**src/rtl/tmr_defines.svh**
```systemverilog
// Register map, field positions, reset values and sync counts of the timer block.
// Assumes inclusion by its bare name from any file that needs these constants.
`ifndef TMR_DEFINES_SVH
`define TMR_DEFINES_SVH

// ----------------------------------------
// Register indices (word address)
// ----------------------------------------
`define TMR_ADDR_W        3
`define TMR_DATA_W        16
`define TMR_ADR_CTRL      3'h0
`define TMR_ADR_MODE      3'h1
`define TMR_ADR_COUNT     3'h2
`define TMR_ADR_IRQ       3'h3
`define TMR_ADR_CAPT      3'h4

// ----------------------------------------
// Field positions
// ----------------------------------------
`define TMR_B_START       0
`define TMR_B_ACTIVE      4
`define TMR_B_EDGE        5
`define TMR_B_UDF         6
`define TMR_B_IRQ         0

// ----------------------------------------
// Reset values and sync depths
// ----------------------------------------
`define TMR_RST_COUNT     16'hffff
`define TMR_SYNC_EDGES    3'h3

`endif

```
**src/rtl/tmr_pkg.sv**
```systemverilog
// Types shared by the timer block: operating modes, sync states, control fields.
// Assumes tmr_defines.svh is on the include path.
package tmr_pkg;

   typedef enum logic [1:0] {
      TMR_MODE_TIMER  = 2'h0,
      TMR_MODE_EVENT  = 2'h1,
      TMR_MODE_PWIDTH = 2'h2,
      TMR_MODE_PPER   = 2'h3
   } tmr_mode_t;

   // One-hot start/stop synchroniser states
   typedef enum logic [5:0] {
      TMR_ST_STOP   = 6'h01,
      TMR_ST_ARM    = 6'h02,
      TMR_ST_ARM2   = 6'h04,
      TMR_ST_RUN    = 6'h08,
      TMR_ST_HALT   = 6'h10,
      TMR_ST_HALT2  = 6'h20
   } tmr_state_t;

   typedef struct packed {
      logic start;
      logic edge_clr;
      logic udf_clr;
   } tmr_ctrl_wr_t;

endpackage

```
**src/rtl/tmr_pin_sync.sv**
```systemverilog
// Two-stage synchronisers with rising and falling edge detect for external pins.
// Assumes pins are asynchronous to i_clk; outputs are i_clk-domain.
`timescale 1ns/10ps
module tmr_pin_sync #(
   parameter int W = 2
) (
   input  wire logic         i_clk,
   input  wire logic         i_nrst,
   input  wire logic [W-1:0] i_pin,
   output logic      [W-1:0] o_level,
   output logic      [W-1:0] o_rise,
   output logic      [W-1:0] o_fall
);

   logic [W-1:0] meta_r;
   logic [W-1:0] sync_r;
   logic [W-1:0] prev_r;

   genvar g;
   generate
      for (g = 0; g < W; g++) begin : g_pin
         always_ff @(posedge i_clk or negedge i_nrst) begin
            if (!i_nrst) begin
               meta_r[g] <= 1'b0;
               sync_r[g] <= 1'b0;
               prev_r[g] <= 1'b0;
            end else begin
               meta_r[g] <= i_pin[g];
               sync_r[g] <= meta_r[g];
               prev_r[g] <= sync_r[g];
            end
         end
         assign o_level[g] = sync_r[g];
         assign o_rise[g]  = sync_r[g] & ~prev_r[g];
         assign o_fall[g]  = ~sync_r[g] & prev_r[g];
      end
   endgenerate

endmodule

```
**src/rtl/tmr_timer.sv**
```systemverilog
// Down-counting timer with start/stop handshake, edge and underflow flags.
// Assumes a plain register port on i_clk; count source and event pin are async pins.
`timescale 1ns/10ps
`include "tmr_defines.svh"

// What this block does
// - After reset the timer is stopped and waits for software to start it.
// - After start, active status reads 0 for two to three source cycles.
// - Counting begins at the first count edge after active status becomes 1 (event pin rise in event mode).
// - After stop, active status stays 1 two to three cycles; count halts then.
// - Pulse modes set the edge flag on edges; underflow sets the underflow flag.
// - Edge and underflow flags clear only on writing 0; writing 1 keeps them.
// - Edge flag reads 0 at once; internal state stays 1 one-two cycles.
// - An edge during that hold keeps the state set and reads back 1.
// - Request flag sets only on a 0-to-1 change of the internal edge state.
module tmr_timer
   import tmr_pkg::*;
(
   input  wire logic                   i_clk,
   input  wire logic                   i_nrst,
   input  wire logic [`TMR_ADDR_W-1:0] i_addr,
   input  wire logic [`TMR_DATA_W-1:0] i_wdata,
   input  wire logic                   i_wr,
   input  wire logic                   i_rd,
   input  wire logic                   i_cnt_src,
   input  wire logic                   i_evt_pin,
   output logic      [`TMR_DATA_W-1:0] o_rdata,
   output logic                        o_count_active,
   output logic                        o_irq_flag
);

   // ----------------------------------------
   // Pin synchronisers
   // ----------------------------------------
   logic [1:0] pin_lvl;
   logic [1:0] pin_rise;
   logic [1:0] pin_fall;

   tmr_pin_sync #(.W(2)) u_sync (
      .i_clk   (i_clk),
      .i_nrst  (i_nrst),
      .i_pin   ({i_evt_pin, i_cnt_src}),
      .o_level (pin_lvl),
      .o_rise  (pin_rise),
      .o_fall  (pin_fall)
   );

   wire src_edge = pin_rise[0];

   // ----------------------------------------
   // Register decode
   // ----------------------------------------
   function automatic logic hit(input logic [`TMR_ADDR_W-1:0] a,
                                input logic [`TMR_ADDR_W-1:0] r);
      return a == r;
   endfunction

   wire ctl_wr  = i_wr & hit(i_addr, `TMR_ADR_CTRL);
   wire mode_wr = i_wr & hit(i_addr, `TMR_ADR_MODE);
   wire cnt_wr  = i_wr & hit(i_addr, `TMR_ADR_COUNT);
   wire irq_wr  = i_wr & hit(i_addr, `TMR_ADR_IRQ);

   tmr_ctrl_wr_t cw;
   assign cw.start    = i_wdata[`TMR_B_START];
   assign cw.edge_clr = ctl_wr & ~i_wdata[`TMR_B_EDGE];
   assign cw.udf_clr  = ctl_wr & ~i_wdata[`TMR_B_UDF];

   logic                   start_req_r;
   tmr_mode_t              mode_r;
   logic [`TMR_DATA_W-1:0] cnt_r;
   logic [`TMR_DATA_W-1:0] reload_r;
   logic [`TMR_DATA_W-1:0] capt_r;
   tmr_state_t             st_r;
   tmr_state_t             st_nxt;
   logic                   stat_r;
   logic                   edge_int_r;
   logic                   edge_pend_r;
   logic                   clr_pend_r;
   logic                   clr_step_r;
   logic                   udf_r;
   logic                   irq_r;
   logic [`TMR_DATA_W-1:0] rdata_nxt;

   // ----------------------------------------
   // Start/stop handshake on source edges
   // ----------------------------------------
   // Status flips on the third source edge after the request changes, so the
   // old value stands two to three source cycles whatever the write phase.
   always_comb begin
      st_nxt = st_r;
      case (st_r)
         TMR_ST_STOP:  if (start_req_r) st_nxt = TMR_ST_ARM;
         TMR_ST_ARM:   st_nxt = start_req_r ? TMR_ST_ARM2 : TMR_ST_STOP;
         TMR_ST_ARM2:  st_nxt = start_req_r ? TMR_ST_RUN : TMR_ST_STOP;
         TMR_ST_RUN:   if (!start_req_r) st_nxt = TMR_ST_HALT;
         TMR_ST_HALT:  st_nxt = start_req_r ? TMR_ST_RUN : TMR_ST_HALT2;
         TMR_ST_HALT2: st_nxt = start_req_r ? TMR_ST_RUN : TMR_ST_STOP;
         default:      st_nxt = TMR_ST_STOP;
      endcase
   end

   wire stat_nxt = (st_nxt == TMR_ST_RUN) | (st_nxt == TMR_ST_HALT) |
                   (st_nxt == TMR_ST_HALT2);

   always_ff @(posedge i_clk or negedge i_nrst) begin
      if (!i_nrst) begin
         st_r   <= TMR_ST_STOP;
         stat_r <= 1'b0;
      end else if (src_edge) begin
         st_r   <= st_nxt;
         stat_r <= stat_nxt;
      end
   end

   // ----------------------------------------
   // Counter
   // ----------------------------------------
   wire mode_meas = (mode_r == TMR_MODE_PWIDTH) | (mode_r == TMR_MODE_PPER);
   wire cnt_edge  = (mode_r == TMR_MODE_EVENT)  ? pin_rise[1] :
                    (mode_r == TMR_MODE_PWIDTH) ? (src_edge & pin_lvl[1]) : src_edge;
   wire cnt_en    = stat_r & cnt_edge;
   wire udf_evt   = cnt_en & (cnt_r == '0);
   wire meas_edge = mode_meas & stat_r &
                    ((mode_r == TMR_MODE_PWIDTH) ? pin_fall[1] : pin_rise[1]);

   always_ff @(posedge i_clk or negedge i_nrst) begin
      if (!i_nrst) begin
         start_req_r <= 1'b0;
         mode_r      <= TMR_MODE_TIMER;
         cnt_r       <= `TMR_RST_COUNT;
         reload_r    <= `TMR_RST_COUNT;
         capt_r      <= '0;
      end else begin
         if (ctl_wr)
            start_req_r <= cw.start;
         if (mode_wr)
            mode_r <= tmr_mode_t'(i_wdata[1:0]);
         if (cnt_wr) begin
            cnt_r    <= i_wdata;
            reload_r <= i_wdata;
         end else if (udf_evt)
            cnt_r <= reload_r;
         else if (cnt_en)
            cnt_r <= cnt_r - 16'h0001;
         if (meas_edge)
            capt_r <= cnt_r;
      end
   end

   // ----------------------------------------
   // Edge, underflow and request flags
   // ----------------------------------------
   // The clear of the edge state lands two source edges late so that an edge
   // caught in flight is never dropped; the read value hides the pending clear.
   wire edge_rd    = edge_int_r & ~clr_pend_r;
   wire take_edge  = src_edge & edge_pend_r;
   wire edge_int_n = take_edge ? 1'b1 : (src_edge & clr_step_r) ? 1'b0 : edge_int_r;
   wire irq_set    = edge_int_n & ~edge_int_r;
   wire udf_set    = udf_evt & stat_r;

   always_ff @(posedge i_clk or negedge i_nrst) begin
      if (!i_nrst) begin
         edge_int_r  <= 1'b0;
         edge_pend_r <= 1'b0;
         clr_pend_r  <= 1'b0;
         clr_step_r  <= 1'b0;
         udf_r       <= 1'b0;
         irq_r       <= 1'b0;
      end else begin
         edge_int_r  <= edge_int_n;
         edge_pend_r <= meas_edge | (edge_pend_r & ~src_edge);
         if (take_edge) begin
            clr_pend_r <= 1'b0;
            clr_step_r <= 1'b0;
         end else if (src_edge & clr_step_r) begin
            clr_pend_r <= 1'b0;
            clr_step_r <= 1'b0;
         end else begin
            clr_pend_r <= clr_pend_r | (cw.edge_clr & edge_int_r);
            clr_step_r <= clr_step_r | (src_edge & clr_pend_r);
         end
         udf_r <= udf_set | (udf_r & ~cw.udf_clr);
         irq_r <= irq_set | (irq_r & ~(irq_wr & ~i_wdata[`TMR_B_IRQ]));
      end
   end

   // ----------------------------------------
   // Read port
   // ----------------------------------------
   always_comb begin
      rdata_nxt = '0;
      if (i_rd) begin
         case (i_addr)
            `TMR_ADR_CTRL: begin
               rdata_nxt[`TMR_B_START]  = start_req_r;
               rdata_nxt[`TMR_B_ACTIVE] = stat_r;
               rdata_nxt[`TMR_B_EDGE]   = edge_rd;
               rdata_nxt[`TMR_B_UDF]    = udf_r;
            end
            `TMR_ADR_MODE:  rdata_nxt[1:0] = mode_r;
            `TMR_ADR_COUNT: rdata_nxt = cnt_r;
            `TMR_ADR_IRQ:   rdata_nxt[`TMR_B_IRQ] = irq_r;
            `TMR_ADR_CAPT:  rdata_nxt = capt_r;
            default:        rdata_nxt = '0;
         endcase
      end
   end

   always_ff @(posedge i_clk or negedge i_nrst) begin
      if (!i_nrst) begin
         o_rdata <= '0;
      end else begin
         o_rdata <= rdata_nxt;
      end
   end

   assign o_count_active = stat_r;
   assign o_irq_flag     = irq_r;

   // Source edges seen since the start request last changed, saturating
   logic [2:0] edges_r;
   always_ff @(posedge i_clk or negedge i_nrst) begin
      if (!i_nrst) begin
         edges_r <= 3'h0;
      end else if (ctl_wr & (cw.start != start_req_r)) begin
         edges_r <= 3'h0;
      end else if (src_edge & (edges_r != 3'h7)) begin
         edges_r <= edges_r + 3'h1;
      end
   end
endmodule

```
**config.mk**
```make
export PLATFORM = sky130hd
export DESIGN_NAME = tmr_timer
export DESIGN_NICKNAME = d
export VERILOG_FILES = /design/src/rtl/tmr_pkg.sv /design/src/rtl/tmr_pin_sync.sv /design/src/rtl/tmr_timer.sv
export VERILOG_INCLUDE_DIRS = /design/src /design/src/rtl
export SDC_FILE = /design/constraint.sdc
export NUM_CORES = 1
export LEC_CHECK = 0
export ABC_AREA = 1
export BUFFER_PORTS_ARGS = -buffer_cell sky130_fd_sc_hd__buf_2
export CORE_ASPECT_RATIO = 1.2
export CORE_MARGIN = 5
export CORE_UTILIZATION = 39
export DETAILED_ROUTE_END_ITERATION = 16
export GPL_ROUTABILITY_DRIVEN = 0
export SKIP_CTS_REPAIR_TIMING = 1
export SLEW_MARGIN = 20
export SYNTH_ARGS = -nofsm -noshare
export SYNTH_HDL_FRONTEND = slang
export SYNTH_SLANG_ARGS = --single-unit
```
**constraint.sdc**
```tcl
create_clock -name i_clk -period 4.15 [get_ports i_clk]
set_input_delay 1.0375 -clock i_clk [delete_from_list [all_inputs] [get_ports i_clk]]
set_output_delay 1.0375 -clock i_clk [all_outputs]
set_load 0.02 [all_outputs]
```
==> metrics.cfg, run 1 <==
[worst_setup_path]
max_stage_delay_ns = 0.57
worst-endpoint-required_ns = 4.44
crit_type = input pin to flop
crit_path_cell_trace = buf_2 -> nor2_2 -> nand2_2 -> nor2_4 -> inv_2 -> nor2_1 -> nor2_1 -> nand3_1 -> nand2_1 -> inv_1
crit_top_cell = nor2_1
crit_slowest_cell = nor2_4
cp-end-kind = flop
cp-start-kind = input pin
crit_fanout = 32
arrival_ns = 2.86

[routing]
drc = 0
via_per_inst = 4.87
wire_per_inst_um = 13.4
postRouteWirelength_um = 9940
ant_nets = 0
via_count = 3608
dr.pass1.iters = 5
drtIter0Drc = 241

[job]
drv_cap = 0

[finish]
layout-drive-gt1-share = 0.210
fin_nets = 630
diodes = 0
syn_to_final_growth_pct = 13.4
fin_cells = 741

[floorplan]
num_rows = 42
fp.dieArea_um2 = 13500
num_io_pins = 43
initial_core_util = 0.398
die_h_um = 126
core_um2 = 11000
die_w_um = 107

[timing]
clock.fmax_mhz = 389
fin_setup_tns_ns = 0
setup_viol = 0
drv_slew = 0
worst_pin_slew_ns = 0.815
fin_crit_ns = 2.57
finalCritPeriodShare = 0.620
hold_viol = 0
fin_skew_ns = 0.00540
rsz0062_at_grt = no
relSlewSlack = 0.457

[clock_network]
clkLatencyLatePin_ns = 0.34
clk_pin_slew_worst_paths_ns = 0.06
clk_path_buf_depth = 2
clock-sinks = 86
cts.htree.levels = 3
cts_buffers = 9
cts_tree = built
cts-root-buf = clkbuf_16

[synthesis]
synth_top_flop_cell = dfrtp_1
synth_area_um2 = 4400
synth_top_family_by_area = simple AND/OR/NAND/NOR gates
synth_top_area_cell = dfrtp_1
ys_types = 36
synthAdderAreaFrac = 0.00285
muxShareOfSynthArea = 0.00256
ys_seq_elements = 86
syn-mean-instance-area_um2 = 7.78
yosys_warnings = 0
seq_area_frac_synth = 0.499
synth_xor_area_frac = 0.00797
synth_edf_count = 0
syn-num-nets = 591
yosysMostFrequentCell = nand2_1
synth.area.top_cells = dfrtp_1 (30%), dfstp_2 (20%), nand2_1 (15%)
synthCells = 565
synth_simple_gate_area_frac = 0.319
synth_common_cells = nand2_1 (170), nor2_1 (66), inv_1 (60), dfrtp_1 (53), nand3_1 (42)
synthArstFlopShare = 1.00
yosysTopAreaCellShare = 0.302
synth_compound_gate_area_share = 0.0874

[grt]
grt_pass1_wl_um = 17200
first_global_vias = 3529
grt_max_degree = 66
grt_overflow = 0
grt_usage = 0.157
antenna_found_initial = 0

[pwr]
p_per_area_nw_per_um2 = 588
leakage_nw = 2.55
irDropWorstVdd_mv = 0.220

[placement]
dp.final_hpwl_um = 7360
io_buffers = 42
dp_cells = 725

[run_status]
outcome = finished clean

[hold_path]
holdCritPathClass = flop to flop

==> sequential cells by signal (all words and copies together), names as in the netlist <==
| name | flops |
|---|---|
| u_sync.meta_r | 2 |
| reload_r | 16 |
| cnt_r | 16 |
| u_sync.o_level | 2 |
| capt_r | 16 |
| st_r | 6 |
| udf_r | 1 |
| edge_pend_r | 1 |
| o_rdata | 16 |
| o_count_active | 1 |
| mode_r | 2 |
| o_irq_flag | 1 |
| clr_step_r | 1 |
| clr_pend_r | 1 |
| edge_int_r | 1 |
| start_req_r | 1 |
| u_sync.prev_r | 2 |
==> where the power goes <==
group	switching, mW	total [mW]	leakage, nW	internal [mW]
Sequential	0.200	1.35	1.02	1.15
Combinational	0.532	0.815	1.38	0.284
Clock	0.311	0.763	0.142	0.452
==> per-layer routing <==
metal	GRT usage	up-vias	wire length, µm
met5	0	-	0
met4	0.0783	0	193
met3	0.0259	13	400
met2	0.241	60	4570
met1	0.216	1681	4780
li1	-	1854	-
==> area by class of cell <==
cell class	instances	area, µm²
Fill cell	1120	6050
Timing Repair Buffer	44	228
Tap cell	132	165
Clock inverter	3	17.5
Inverter	70	265
Sequential cell	86	2190
Multi-Input combinational cell	393	1840
Clock buffer	13	270
==> through the flow <==
| step | worst slack, ns | hold slack (ns) | total power [mW] | utilization | instance area (µm²) |
|---|---|---|---|---|---|
| floorplan | 2.20 | 0.331 | 1.92 | - | 4400 |
| global placement | 1.29 | 0.334 | 2.16 | 0.425 | 4690 |
| detailed placement | 1.20 | 0.335 | 2.18 | 0.425 | 4690 |
| CTS | 1.55 | 0.348 | 2.96 | 0.451 | 4980 |
| global route | 1.32 | 0.355 | 3.14 | 0.451 | 4980 |
| finish | 1.58 | 0.347 | 2.93 | 0.451 | 4980 |
==> cell families after synthesis <==
kind of cell	after synthesis
buf+inv	86
xor+xnor	4
mux	1
compound gates	71
fa+ha+maj	1
flops	86
simple gates	316
==> cells in the final DEF (no fill, tap or decap), types with 4 or more instances in the layout <==
| cell type | count |
|---|---|
| a21oi_1 | 22 |
| buf_2 | 41 |
| clkbuf_16 | 9 |
| dfrtp_1 | 53 |
| dfstp_2 | 33 |
| inv_1 | 60 |
| inv_2 | 8 |
| nand2_1 | 170 |
| nand2_2 | 4 |
| nand3_1 | 42 |
| nand3_2 | 9 |
| nand4_1 | 5 |
| nor2_1 | 66 |
| nor2_2 | 5 |
| nor2_4 | 5 |
| o21ai_0 | 34 |
| o21ai_1 | 4 |
| or2_1 | 4 |
| xor2_1 | 4 |
==> worst paths after layout <==
check / depth (start not counted) / end / startpoint / slack, ns
worst max register to register: 10 / cnt_r[15]$_DFFE_PN1P_ / u_sync.prev_r[0]$_DFF_PN0_ / 2.13
worst min register to register: 0 / u_sync.o_level[0]$_DFF_PN0_ / u_sync.meta_r[0]$_DFF_PN0_ / 0.35
worst min-delay path: 0 / u_sync.o_level[0]$_DFF_PN0_ / u_sync.meta_r[0]$_DFF_PN0_ / 0.35
worst max-delay path: 10 / cnt_r[13]$_DFFE_PN1P_ / i_addr[0] / 1.58
min in group asynchronous: 1 / st_r[2]$_DFFE_PN0P_ / i_nrst / 0.79
max in group asynchronous: 2 / cnt_r[3]$_DFFE_PN1P_ / i_nrst / 2.50
==> worst max-delay path: cells and delay by family <==
kind                   cells  cell delay [ns]
and+or+nand+nor            7             1.24
buffers and inverters      3             0.55
No activity file was read; power rests on OpenSTA's default activity.
==> inputs of run 2 (changes only) <==
clock period = 2.68 ns   (was 4.15 ns; I/O delays follow)
==> run 2 against run 1 <==
Routed wire length is 1.4% higher; setup slack lost 0.87 ns; count of clock-buffer cells in the layout is 1 lower; non-clock buffer count increased by 2; cell count rose by 0.27%.
==> metrics.cfg, run 2 (synthesized netlist as in run 1, its figures left out) <==
[timing]
rsz0062_at_grt = no
fin_setup_tns_ns = 0  ; unchanged
clock.fmax_mhz = 508
drv_slew = 0  ; unchanged
fin_skew_ns = 0.00531  ; -0.0000897 ns
relSlewSlack = 0.661  ; +0.204
hold_viol = 0  ; unchanged
setup_viol = 0  ; unchanged
fin_crit_ns = 1.97
finalCritPeriodShare = 0.735
worst_pin_slew_ns = 0.508  ; -0.307 ns
holdWs_ns = 0.281  ; -0.0660 ns

[floorplan]
initial_core_util = 0.398  ; unchanged
num_rows = 42  ; unchanged
die_w_um = 107  ; unchanged
die_h_um = 126  ; unchanged
core_um2 = 11000  ; unchanged
num_io_pins = 43  ; unchanged
fp.dieArea_um2 = 13500  ; unchanged

[finish]
fin_nets = 632  ; +0.32%
multi_input_area_um2 = 1840  ; unchanged
num-fill-cells = 1109  ; -0.98%
final_common_cell = nand2_1
regArea_um2 = 2190  ; unchanged
syn_to_final_growth_pct = 13.9
layout-drive-gt1-share = 0.211  ; +0.000949
layout_common_cells = nand2_1 (170), nor2_1 (66), inv_1 (60)
diodes = 0  ; unchanged

[pwr]
irDropWorstVdd_mv = 0.299  ; +36%
leakage_nw = 2.56  ; +0.49%
p_per_area_nw_per_um2 = 908  ; +54%
total_power_mw = 4.55  ; +55%

[grt]
grt_pass1_wl_um = 17300  ; +1.1%
grt_max_degree = 53  ; -20%
antenna_found_initial = 0  ; unchanged
grt_overflow = 0  ; unchanged
grt_usage = 0.158  ; +0.00112
first_global_vias = 3542  ; +0.37%

[worst_setup_path]
r2r_setup_slack_ns = 0.75  ; -1.38 ns
r2r-start = cnt_r[0]$_DFFE_PN1P_
rr_worst_depth = 11  ; +1
startpoint = i_addr[2]
crit_type = input pin to flop
cp-end-kind = flop
arrival_ns = 2.25  ; -0.61 ns
cp-start-kind = input pin
crit_fanout = 20  ; -38%
worst-endpoint-required_ns = 2.96  ; -1.48 ns
r2r_end = cnt_r[10]$_DFFE_PN1P_

[clock_network]
cts-root-buf = clkbuf_16
clk_pin_slew_worst_paths_ns = 0.06  ; about the same
clock-sinks = 86  ; unchanged
clkLatencyLatePin_ns = 0.34  ; about the same
cts_buffers = 9  ; unchanged
clk_path_buf_depth = 2  ; unchanged
cts_tree = built
cts.htree.levels = 3  ; unchanged

[hold_path]
holdCritPathClass = input pin to asynchronous set/reset pin

[job]
drv_cap = 0  ; unchanged

[routing]
dr.pass1.iters = 5  ; unchanged
postRouteWirelength_um = 10100  ; +1.4%
drc = 0  ; unchanged
ant_nets = 0  ; unchanged
wire_per_inst_um = 13.6  ; +1.1%
via_count = 3659  ; +1.4%
via_per_inst = 4.92  ; +1.1%
drtIter0Drc = 285  ; +18%

[placement]
dp.final_hpwl_um = 7430  ; +0.91%
io_buffers = 42  ; unchanged

[run_status]
outcome = finished clean

run 2: per-layer routing:
metal / vias to the layer above / routed length, µm / global-route usage
li1: 1858 / - / -
met1: 1702 / 4740 / 0.219
met2: 87 / 4790 / 0.249
met3: 12 / 398 / 0.0295
met4: 0 / 149 / 0.0564
met5: - / 0 / 0
run 2: final cells by class:
class | instances | share of cell area
multi-input combinational | 393 | 0.368
clock buffer | 12 | 0.0532
clock inverter | 4 | 0.00400
inverter | 70 | 0.0530
tap | 132 | 0.0330
sequential | 86 | 0.438
timing repair buffer | 46 | 0.0510
run 2: metrics by stage:
stage               setup WS [ns]  std cells   util  cell area, µm²
floorplan                    1.09        565      -            4400
global placement            0.453        727  0.428            4720
detailed placement          0.389        727  0.428            4720
CTS                         0.721        743  0.454            5010
global route                0.547        743  0.454            5010
finish                      0.710        743  0.454            5010
run 2: critical path: stages:
cell and delay, ns:
buf_2 0.10, inv_1 0.13, nand2_2 0.15, nor2_4 0.40
inv_2 0.31, nor2_1 0.22, nor2_1 0.07, nand3_1 0.09
nand2_1 0.05, inv_1 0.04
run 2: worst max-delay path by stage:
stage / slack (ns) / endpoint / cells after the start
floorplan: 1.09 / cnt_r[14]$_DFFE_PN1P_ / 12
global placement: 0.45 / cnt_r[13]$_DFFE_PN1P_ / 10
detailed placement: 0.39 / cnt_r[9]$_DFFE_PN1P_ / 10
CTS: 0.72 / cnt_r[14]$_DFFE_PN1P_ / 10
global route: 0.55 / cnt_r[13]$_DFFE_PN1P_ / 11
finish: 0.71 / cnt_r[9]$_DFFE_PN1P_ / 10
run 2: power by group:
| group | internal [mW] | switching [mW] | total, mW |
|---|---|---|---|
| sequential | 1.78 | 0.307 | 2.09 |
| clock | 0.696 | 0.490 | 1.19 |
| combinational | 0.444 | 0.827 | 1.27 |
